[config.mk]
export PLATFORM = sky130hd
export DESIGN_NAME = mie_irq_enable
export DESIGN_NICKNAME = d
export VERILOG_FILES = /design/src/common/mie_pkg.sv /design/src/common/mie_irq_if.sv /design/src/logic/mie_irq_combine.sv /design/src/logic/mie_irq_enable.sv
export SDC_FILE = /design/constraint.sdc
export NUM_CORES = 1
export LEC_CHECK = 0
export BUFFER_PORTS_ARGS = -buffer_cell sky130_fd_sc_hd__buf_2
export CORE_UTILIZATION = 47
export DETAILED_ROUTE_END_ITERATION = 8
export PLACE_DENSITY = 0.82
export SETUP_SLACK_MARGIN = 0.1
export SLEW_MARGIN = 15
export SYNTH_ARGS = -nofsm -noshare
export SYNTH_HDL_FRONTEND = slang
export SYNTH_SLANG_ARGS = --single-unit
[constraint.sdc]
create_clock -name mclk_i -period 2 [get_ports mclk_i]
set_clock_uncertainty 0.2 [all_clocks]
set_input_delay 0 -clock mclk_i [delete_from_list [all_inputs] [get_ports mclk_i]]
set_output_delay 0 -clock mclk_i [all_outputs]
set_load 0.03 [all_outputs]
[src/common/mie_pkg.sv]
// Operation
// - Peripheral requests blocked unless group enable set
// - Eight-bit peripheral enable register at 8Ch
// - Bit 3 gates serial port interrupt
// - Bit 6 gates conversion-done interrupt
// - Bits 5 and 4 read zero, ignore writes
// - Reset clears all enable and flag bits
// - Flags set regardless of any enable bit
// - Core control register readable, writable, holds flags
`default_nettype none
package mie_pkg;
    localparam int ADDR_W = 8;
    localparam int DATA_W = 8;
    localparam logic [ADDR_W-1:0] CORE_CTL_ADDR = 8'h0b;
    localparam logic [ADDR_W-1:0] PERIPH_EN_ADDR = 8'h8c;
    localparam logic [DATA_W-1:0] CORE_CTL_RST = 8'h00;
    localparam logic [DATA_W-1:0] PERIPH_EN_RST = 8'h00;
    localparam logic [DATA_W-1:0] PERIPH_IMPL_MASK = 8'hcf;
    localparam logic [DATA_W-1:0] RDATA_IDLE = 8'h00;
    // Core control bit positions
    localparam int GLOBAL_EN_BIT = 7;
    localparam int PERIPH_GRP_BIT = 6;
    localparam int T0_EN_BIT = 5;
    localparam int EDGE_EN_BIT = 4;
    localparam int PORT_EN_BIT = 3;
    localparam int T0_FLAG_BIT = 2;
    localparam int EDGE_FLAG_BIT = 1;
    localparam int PORT_FLAG_BIT = 0;
    // Peripheral enable bit positions
    localparam int DISPLAY_BIT = 7;
    localparam int CONV_DONE_BIT = 6;
    localparam int SERIAL_BIT = 3;
    localparam int CAPCMP_BIT = 2;
    localparam int T2_MATCH_BIT = 1;
    localparam int T1_OVF_BIT = 0;

    function automatic logic any_enabled(input logic [DATA_W-1:0] en, input logic [DATA_W-1:0] flg);
        any_enabled = |(en & flg);
    endfunction
endpackage
`default_nettype wire

[src/common/mie_irq_if.sv]
`timescale 1ns/1ps
`default_nettype none
interface mie_irq_if;
    logic [7:0] core_ctl;
    logic [7:0] periph_en;
    logic [7:0] periph_flg;
    logic req;
    modport regs (output core_ctl, output periph_en, output periph_flg, input req);
    modport comb (input core_ctl, input periph_en, input periph_flg, output req);
endinterface
`default_nettype wire

[src/logic/mie_irq_combine.sv]
`timescale 1ns/1ps
`default_nettype none
module mie_irq_combine
    import mie_pkg::*;
(
    mie_irq_if.comb irq_bus
);
    wire logic [DATA_W-1:0] core_en;
    wire logic [DATA_W-1:0] core_flg;
    wire logic core_hit;
    wire logic periph_hit;

    // Enables sit three bits above their flags
    assign core_en = {5'h00, irq_bus.core_ctl[T0_EN_BIT:PORT_EN_BIT]};
    assign core_flg = {5'h00, irq_bus.core_ctl[T0_FLAG_BIT:PORT_FLAG_BIT]};
    assign core_hit = any_enabled(core_en, core_flg);
    assign periph_hit = irq_bus.core_ctl[PERIPH_GRP_BIT]
        & any_enabled(irq_bus.periph_en & PERIPH_IMPL_MASK, irq_bus.periph_flg);
    assign irq_bus.req = irq_bus.core_ctl[GLOBAL_EN_BIT] & (core_hit | periph_hit);
endmodule
`default_nettype wire

[src/logic/mie_irq_enable.sv]
// Strobed register access was left to the implementer.
`timescale 1ns/1ps
`default_nettype none
module mie_irq_enable
    import mie_pkg::*;
(
    // Clock and reset
    input wire logic mclk_i,
    input wire logic rstn_i,
    // Register port
    input wire logic [ADDR_W-1:0] addr_i,
    input wire logic [DATA_W-1:0] wdata_i,
    input wire logic we_i,
    input wire logic re_i,
    output logic [DATA_W-1:0] rdata_o,
    // Source events and peripheral flags
    input wire logic timer0_overflow_evt_i,
    input wire logic edge_pin_evt_i,
    input wire logic port_change_evt_i,
    input wire logic [DATA_W-1:0] peripheral_irq_flags_i,
    // Enables towards peripherals and core request
    output logic [DATA_W-1:0] peripheral_irq_enable_o,
    output logic global_irq_enable_o,
    output logic irq_o
);
    logic [DATA_W-1:0] core_ctl_q;
    logic [DATA_W-1:0] core_ctl_d;
    logic [DATA_W-1:0] periph_en_q;
    logic [DATA_W-1:0] periph_en_d;
    logic [DATA_W-1:0] rdata_q;
    logic [DATA_W-1:0] rdata_d;
    logic irq_q;
    wire logic sel_core;
    wire logic sel_periph;
    wire logic [DATA_W-1:0] core_base;
    wire logic [DATA_W-1:0] evt_set;

    mie_irq_if irq_bus ();

    assign sel_core = (addr_i == CORE_CTL_ADDR);
    assign sel_periph = (addr_i == PERIPH_EN_ADDR);

    // Set from an event wins over a software clear in the same cycle
    assign core_base = (we_i && sel_core) ? wdata_i : core_ctl_q;
    assign evt_set = {5'h00, timer0_overflow_evt_i, edge_pin_evt_i, port_change_evt_i};
    assign core_ctl_d = core_base | evt_set;
    assign periph_en_d = (we_i && sel_periph) ? (wdata_i & PERIPH_IMPL_MASK) : periph_en_q;
    // Unmapped reads return zero; data stands one cycle only
    assign rdata_d = !re_i ? RDATA_IDLE
        : sel_core ? core_ctl_q
        : sel_periph ? periph_en_q
        : RDATA_IDLE;

    always_ff @(posedge mclk_i or negedge rstn_i) begin
        if (!rstn_i) begin
            core_ctl_q <= CORE_CTL_RST;
            periph_en_q <= PERIPH_EN_RST;
            rdata_q <= RDATA_IDLE;
            irq_q <= 1'b0;
        end else begin
            core_ctl_q <= core_ctl_d;
            periph_en_q <= periph_en_d;
            rdata_q <= rdata_d;
            irq_q <= irq_bus.req;
        end
    end

    assign irq_bus.core_ctl = core_ctl_q;
    assign irq_bus.periph_en = periph_en_q;
    assign irq_bus.periph_flg = peripheral_irq_flags_i;

    mie_irq_combine u_combine (
        .irq_bus (irq_bus.comb)
    );

    assign rdata_o = rdata_q;
    assign peripheral_irq_enable_o = periph_en_q;
    assign global_irq_enable_o = core_ctl_q[GLOBAL_EN_BIT];
    assign irq_o = irq_q;

    // Registered request: one cycle behind the enables and flags
    wire logic core_hit_now;
    assign core_hit_now = |(core_ctl_q[T0_EN_BIT:PORT_EN_BIT] & core_ctl_q[T0_FLAG_BIT:PORT_FLAG_BIT]);

    group_gate_a: assert property (@(posedge mclk_i) disable iff (!rstn_i)
        (!core_ctl_q[PERIPH_GRP_BIT] && !core_hit_now) |=> !irq_o)
        else $error("peripheral request passed without group enable");

    periph_write_a: assert property (@(posedge mclk_i) disable iff (!rstn_i)
        (we_i && addr_i == PERIPH_EN_ADDR) |=> periph_en_q == ($past(wdata_i) & PERIPH_IMPL_MASK))
        else $error("peripheral enable write not stored");

    serial_gate_a: assert property (@(posedge mclk_i) disable iff (!rstn_i)
        (core_ctl_q[GLOBAL_EN_BIT] && core_ctl_q[PERIPH_GRP_BIT] && periph_en_q[SERIAL_BIT]
         && peripheral_irq_flags_i[SERIAL_BIT]) |=> irq_o)
        else $error("enabled serial interrupt not raised");

    conv_gate_a: assert property (@(posedge mclk_i) disable iff (!rstn_i)
        (core_ctl_q[GLOBAL_EN_BIT] && core_ctl_q[PERIPH_GRP_BIT] && !core_hit_now
         && peripheral_irq_flags_i == (8'h01 << CONV_DONE_BIT)) |=> irq_o == $past(periph_en_q[CONV_DONE_BIT]))
        else $error("conversion-done gating wrong");

    unimpl_zero_a: assert property (@(posedge mclk_i) disable iff (!rstn_i)
        (re_i && addr_i == PERIPH_EN_ADDR) |=> rdata_o[5:4] == 2'h0)
        else $error("unimplemented bits read nonzero");

    reset_clear_a: assert property (@(posedge mclk_i)
        $rose(rstn_i) |-> (core_ctl_q == CORE_CTL_RST && periph_en_q == PERIPH_EN_RST && !irq_o))
        else $error("enables not cleared by reset");

    flag_set_a: assert property (@(posedge mclk_i) disable iff (!rstn_i)
        (timer0_overflow_evt_i || edge_pin_evt_i) |=> (core_ctl_q[T0_FLAG_BIT] || !$past(timer0_overflow_evt_i))
        && (core_ctl_q[EDGE_FLAG_BIT] || !$past(edge_pin_evt_i)))
        else $error("event flag not set");

    core_read_a: assert property (@(posedge mclk_i) disable iff (!rstn_i)
        (re_i && addr_i == CORE_CTL_ADDR) |=> rdata_o == $past(core_ctl_q))
        else $error("core control read wrong");

    global_gate_a: assert property (@(posedge mclk_i) disable iff (!rstn_i)
        irq_o |-> $past(core_ctl_q[GLOBAL_EN_BIT]))
        else $error("request without global enable");

    // Implemented peripheral flags only; the unused positions never request
    wire logic [DATA_W-1:0] flg_impl;
    assign flg_impl = peripheral_irq_flags_i & PERIPH_IMPL_MASK;
    wire logic periph_gated;
    assign periph_gated = core_ctl_q[GLOBAL_EN_BIT] && core_ctl_q[PERIPH_GRP_BIT] && !core_hit_now;

    function automatic logic [DATA_W-1:0] lone_bit(input int pos);
        lone_bit = {{(DATA_W-1){1'b0}}, 1'b1} << pos;
    endfunction

    // Register port: data stands one cycle, registers move only on their own write or, for core control, a source event
    periph_read_a: assert property (@(posedge mclk_i) disable iff (!rstn_i)
        (re_i && addr_i == PERIPH_EN_ADDR) |=> rdata_o == $past(periph_en_q))
        else $error("peripheral enable read wrong");

    periph_hold_a: assert property (@(posedge mclk_i) disable iff (!rstn_i)
        !(we_i && addr_i == PERIPH_EN_ADDR) |=> $stable(periph_en_q))
        else $error("peripheral enable changed without write");

    unmapped_write_a: assert property (@(posedge mclk_i) disable iff (!rstn_i)
        (we_i && !sel_core && !sel_periph && evt_set == '0) |=> $stable(core_ctl_q) && $stable(periph_en_q))
        else $error("unmapped write changed a register");

    core_write_a: assert property (@(posedge mclk_i) disable iff (!rstn_i)
        (we_i && addr_i == CORE_CTL_ADDR && evt_set == '0) |=> core_ctl_q == $past(wdata_i))
        else $error("core control write not stored");

    core_hold_a: assert property (@(posedge mclk_i) disable iff (!rstn_i)
        (!(we_i && addr_i == CORE_CTL_ADDR) && evt_set == '0) |=> $stable(core_ctl_q))
        else $error("core control changed without cause");

    rdata_idle_a: assert property (@(posedge mclk_i) disable iff (!rstn_i)
        !re_i |=> rdata_o == RDATA_IDLE)
        else $error("read data stood without a read");

    // Peripheral sources, singly and combined, with no enabled core request pending
    display_src_a: assert property (@(posedge mclk_i) disable iff (!rstn_i)
        (periph_gated && flg_impl == lone_bit(DISPLAY_BIT)) |=> irq_o == $past(periph_en_q[DISPLAY_BIT]))
        else $error("display source gating wrong");

    capcmp_src_a: assert property (@(posedge mclk_i) disable iff (!rstn_i)
        (periph_gated && flg_impl == lone_bit(CAPCMP_BIT)) |=> irq_o == $past(periph_en_q[CAPCMP_BIT]))
        else $error("capture compare source gating wrong");

    timer2_src_a: assert property (@(posedge mclk_i) disable iff (!rstn_i)
        (periph_gated && flg_impl == lone_bit(T2_MATCH_BIT)) |=> irq_o == $past(periph_en_q[T2_MATCH_BIT]))
        else $error("timer2 match source gating wrong");

    timer1_src_a: assert property (@(posedge mclk_i) disable iff (!rstn_i)
        (periph_gated && flg_impl == lone_bit(T1_OVF_BIT)) |=> irq_o == $past(periph_en_q[T1_OVF_BIT]))
        else $error("timer1 overflow source gating wrong");

    periph_gate_a: assert property (@(posedge mclk_i) disable iff (!rstn_i)
        (periph_gated && |(periph_en_q & flg_impl)) |=> irq_o)
        else $error("enabled peripheral request lost");

    serial_block_a: assert property (@(posedge mclk_i) disable iff (!rstn_i)
        (periph_gated && !periph_en_q[SERIAL_BIT] && flg_impl == lone_bit(SERIAL_BIT)) |=> !irq_o)
        else $error("disabled serial interrupt raised");

    conv_block_a: assert property (@(posedge mclk_i) disable iff (!rstn_i)
        (periph_gated && !periph_en_q[CONV_DONE_BIT] && flg_impl == lone_bit(CONV_DONE_BIT)) |=> !irq_o)
        else $error("disabled conversion-done interrupt raised");

    unimpl_store_a: assert property (@(posedge mclk_i) disable iff (!rstn_i)
        (peripheral_irq_enable_o & ~PERIPH_IMPL_MASK) == '0)
        else $error("unimplemented enable bits set");

    unimpl_flag_a: assert property (@(posedge mclk_i) disable iff (!rstn_i)
        (!core_hit_now && flg_impl == '0) |=> !irq_o)
        else $error("unimplemented flag raised a request");

    // Flags and request; a set must survive a clearing write in the same cycle
    set_wins_a: assert property (@(posedge mclk_i) disable iff (!rstn_i)
        (we_i && addr_i == CORE_CTL_ADDR) |=> (core_ctl_q & $past(evt_set)) == $past(evt_set))
        else $error("event lost to a clearing write");

    port_flag_a: assert property (@(posedge mclk_i) disable iff (!rstn_i)
        port_change_evt_i |=> core_ctl_q[PORT_FLAG_BIT])
        else $error("port change flag not set");

    core_gate_a: assert property (@(posedge mclk_i) disable iff (!rstn_i)
        (core_ctl_q[GLOBAL_EN_BIT] && core_hit_now) |=> irq_o)
        else $error("enabled core request lost");

    global_off_a: assert property (@(posedge mclk_i) disable iff (!rstn_i)
        !core_ctl_q[GLOBAL_EN_BIT] |=> !irq_o)
        else $error("request raised with global enable off");

    periph_irq_c: cover property (@(posedge mclk_i) disable iff (!rstn_i)
        core_ctl_q[PERIPH_GRP_BIT] && !core_hit_now ##1 irq_o);
    core_irq_c: cover property (@(posedge mclk_i) disable iff (!rstn_i)
        core_hit_now && !core_ctl_q[PERIPH_GRP_BIT] ##1 irq_o);
    set_clear_c: cover property (@(posedge mclk_i) disable iff (!rstn_i)
        we_i && addr_i == CORE_CTL_ADDR && port_change_evt_i && !wdata_i[PORT_FLAG_BIT]);
    unmapped_rd_c: cover property (@(posedge mclk_i) disable iff (!rstn_i)
        re_i && !sel_core && !sel_periph);
    conv_irq_c: cover property (@(posedge mclk_i) disable iff (!rstn_i)
        periph_gated && flg_impl == lone_bit(CONV_DONE_BIT) ##1 irq_o);
endmodule
`default_nettype wire

==> impl_metrics.env <==
export IMPL_totalWireLength_um=2790
export IMPL_hold_slack_ns=-0.03594
export IMPL_viasPerCell=5.318
export IMPL_synth_compound_area_share_pct=9.673
export IMPL_synth_xor_area_share_pct=0
export IMPL_finalSetupViolCount=0
export IMPL_cts_root_buf="clkbuf_4"
export IMPL_pre_cts_ws_ns=0.4133
export IMPL_synth_top_area_share_pct=57.79
export IMPL_num_fill_cells=114
export IMPL_startpoint="peripheral_irq_enable_o[0]$_DFFE_PN0P_"
export IMPL_initial_core_util_pct=50.25
export IMPL_die_area_um2=2307
export IMPL_ys_warn_count=0
export IMPL_cts_tree="done"
export IMPL_grt_pass1_vias=882
export IMPL_drive_gt1_share_pct=42.76
export IMPL_synth_cell_type_count=19
export IMPL_pin_count=49
export IMPL_drv_cap=0
export IMPL_htreeDepth=1
export IMPL_design_area_um2=1572
export IMPL_critPathCaptureType="flip-flop"
export IMPL_ys_top_cells_by_area="dfrtp_1, mux2_2, a22oi_1"
export IMPL_tns_ns=0
export IMPL_cts_sinks=23
export IMPL_antenna_found_initial=0
export IMPL_dp_hpwl_um=1651
export IMPL_timing_rr_start="peripheral_irq_enable_o[0]$_DFFE_PN0P_"
export IMPL_grt_pass1_wl_um=4236
export IMPL_arrival_ns=1.87
export IMPL_hold_viol=24
export IMPL_clock_latency_ns=0.31
export IMPL_min_period_ns=1.873
export IMPL_pwr_density_cell_nw_per_um2=535.3
export IMPL_synth_seq_cells=23
export IMPL_core_um2=1982
export IMPL_fin_ws_ns=0.1268
export IMPL_cp_max_fo=4
export IMPL_status="finished, violations left"
export IMPL_crit_type="flip-flop to flip-flop"
export IMPL_synth_top_family_by_area="multiplexers"
export IMPL_grt_max_degree=24
export IMPL_final_nets=184
export IMPL_holdCritPathClass="input pin to async pin"
export IMPL_period_share_pct=93.66
export IMPL_drcViolationCount=0
export IMPL_slew_violations=0
export IMPL_path_clk_slew_ns=0.12
export IMPL_postPlaceCellArea_um2=1241
export IMPL_ir_drop_uv=349.0
export IMPL_cp_required_ns=2.00
export IMPL_drt_iter0_drc=28
export IMPL_synth_mux_area_share_pct=15.45
export IMPL_violations="hold timing"
export IMPL_numCtsBuffers=3
export IMPL_syn_avg_cell_area_um2=13.28
export IMPL_ant_nets=0
export IMPL_syn_inst=75
export IMPL_critPathLaunchType="flip-flop"
export IMPL_wl_per_cell_um=15.59
export IMPL_port_buffers=44
export IMPL_yosys_area_share_simple_pct=13.94
export IMPL_diodes=0
export IMPL_synth_fa_ha_area_share_pct=0
export IMPL_rsz0062_at_grt="yes"
export IMPL_synth_area_um2=996.0
export IMPL_synthToLayoutAreaGrowth_pct=57.79
export IMPL_fmax_mhz=533.9
export IMPL_ys_seq_area_share_pct=57.79
export IMPL_clock_path_buffers=2
export IMPL_first_pass_iters=5
export IMPL_rows=16
export IMPL_grtUsageTotal_pct=28.57
export IMPL_utilization_pct=79.29
export IMPL_chipWidth_um=48.04
export IMPL_synth_top_area_cell="dfrtp_1"
export IMPL_grt_ovfl_total=0
export IMPL_gp_congestion=0.8610
export IMPL_vias=952
export IMPL_leakagePower_nw=0.8408
export IMPL_die_h_um=48.04
-- critical path, stage by stage (launching register included) --
cell and delay [ns]:
dfrtp_1 0.43, a22o_1 0.22, dlygate4sd3_1 0.56, o31ai_1 0.25
a21boi_1 0.10
-- cell families (layout without fill, tap and decap cells) --
family	after synthesis	count (layout)
mux	14	14
other cells	1	2
simple gates	21	21
buf+inv	4	80
compound gates	12	12
flops	23	23
-- routing by layer --
layer  up-vias  share of wire (%)  global-route usage (%)
met5         -                  0                       0
met4         0                4.2                   17.22
met3        12                6.5                   5.283
met2        65                 54                   50.00
met1       454                 36                   31.98
li1        421                  -                       -
-- through the flow --
| step | total power (W) | std cells | hold WS, ns |
|---|---|---|---|
| floorplan | 0.0005411 | 76 | -0.4956 |
| global placement | 0.0005899 | 145 | -0.2243 |
| detailed placement | 0.0005948 | 145 | -0.2155 |
| CTS | 0.0008367 | 179 | 0.003125 |
| global route | 0.0008875 | 179 | 0.001156 |
| finish | 0.0008412 | 179 | -0.03594 |
-- flip-flops by register name, indices dropped and copies added (netlist names) --
name and count:
peripheral_irq_enable_o 6, rdata_o 8, core_ctl_q 8, irq_o 1
-- report_power, final --
group,leakage [nW],internal [W],switching [W]
Sequential,0.304,0.000476,0.0000118
Combinational,0.522,0.0000781,0.0000653
Clock,0.0150,0.0000779,0.000132
-- final cells by class --
| class | instances | area [µm²] | share of cell area (%) |
|---|---|---|---|
| multi-input cells | 49 | 402.9 | 25.64 |
| clock buffers | 4 | 26.28 | 1.672 |
| flip-flops and latches | 23 | 575.6 | 36.62 |
| well taps | 27 | 33.78 | 2.150 |
| repair buffers | 76 | 533.0 | 33.92 |
-- timing repair --
action,in CTS,in global routing
resized for setup,0,2
setup buffers,0,1
hold endpoints to repair,46,0
endpoints found under the setup margin,0,25
hold buffers,30,0
-- worst paths after layout --
path	endpoint	cells after the start	slack, ns
max	irq_o$_DFF_PN0_	4	0.13
min	rdata_o[7]$_DFF_PN0_	2	-0.04
max reg2reg	irq_o$_DFF_PN0_	4	0.13
min reg2reg	rdata_o[6]$_DFF_PN0_	2	0.37
max in group asynchronous	peripheral_irq_enable_o[2]$_DFFE_PN0P_	2	1.30
min in group mclk_i	irq_o$_DFF_PN0_	4	-0.03
-- layout by cell type (no fill, tap or decap), drive strengths merged, types with 2 or more instances in the layout --
master        n
clkbuf        4
nor4bb        2
mux2i         3
and3          2
mux2         11
nor2         12
nand3         2
buf          47
a22o          3
dlygate4sd3  29
dfrtp        23
conb          2
a22oi         6
-- cell usage after synthesis (all sizes together) --
library cell / number
nand3: 2
conb: 1
nor4b: 1
nand2: 1
buf: 4
mux2i: 3
and3: 2
a22oi: 6
nor4bb: 2
a22o: 3
mux2: 11
a21boi: 1
o31ai: 1
and2: 1
a222oi: 1
dfrtp: 23
nor2: 12
(Power assumes the default switching activity.)
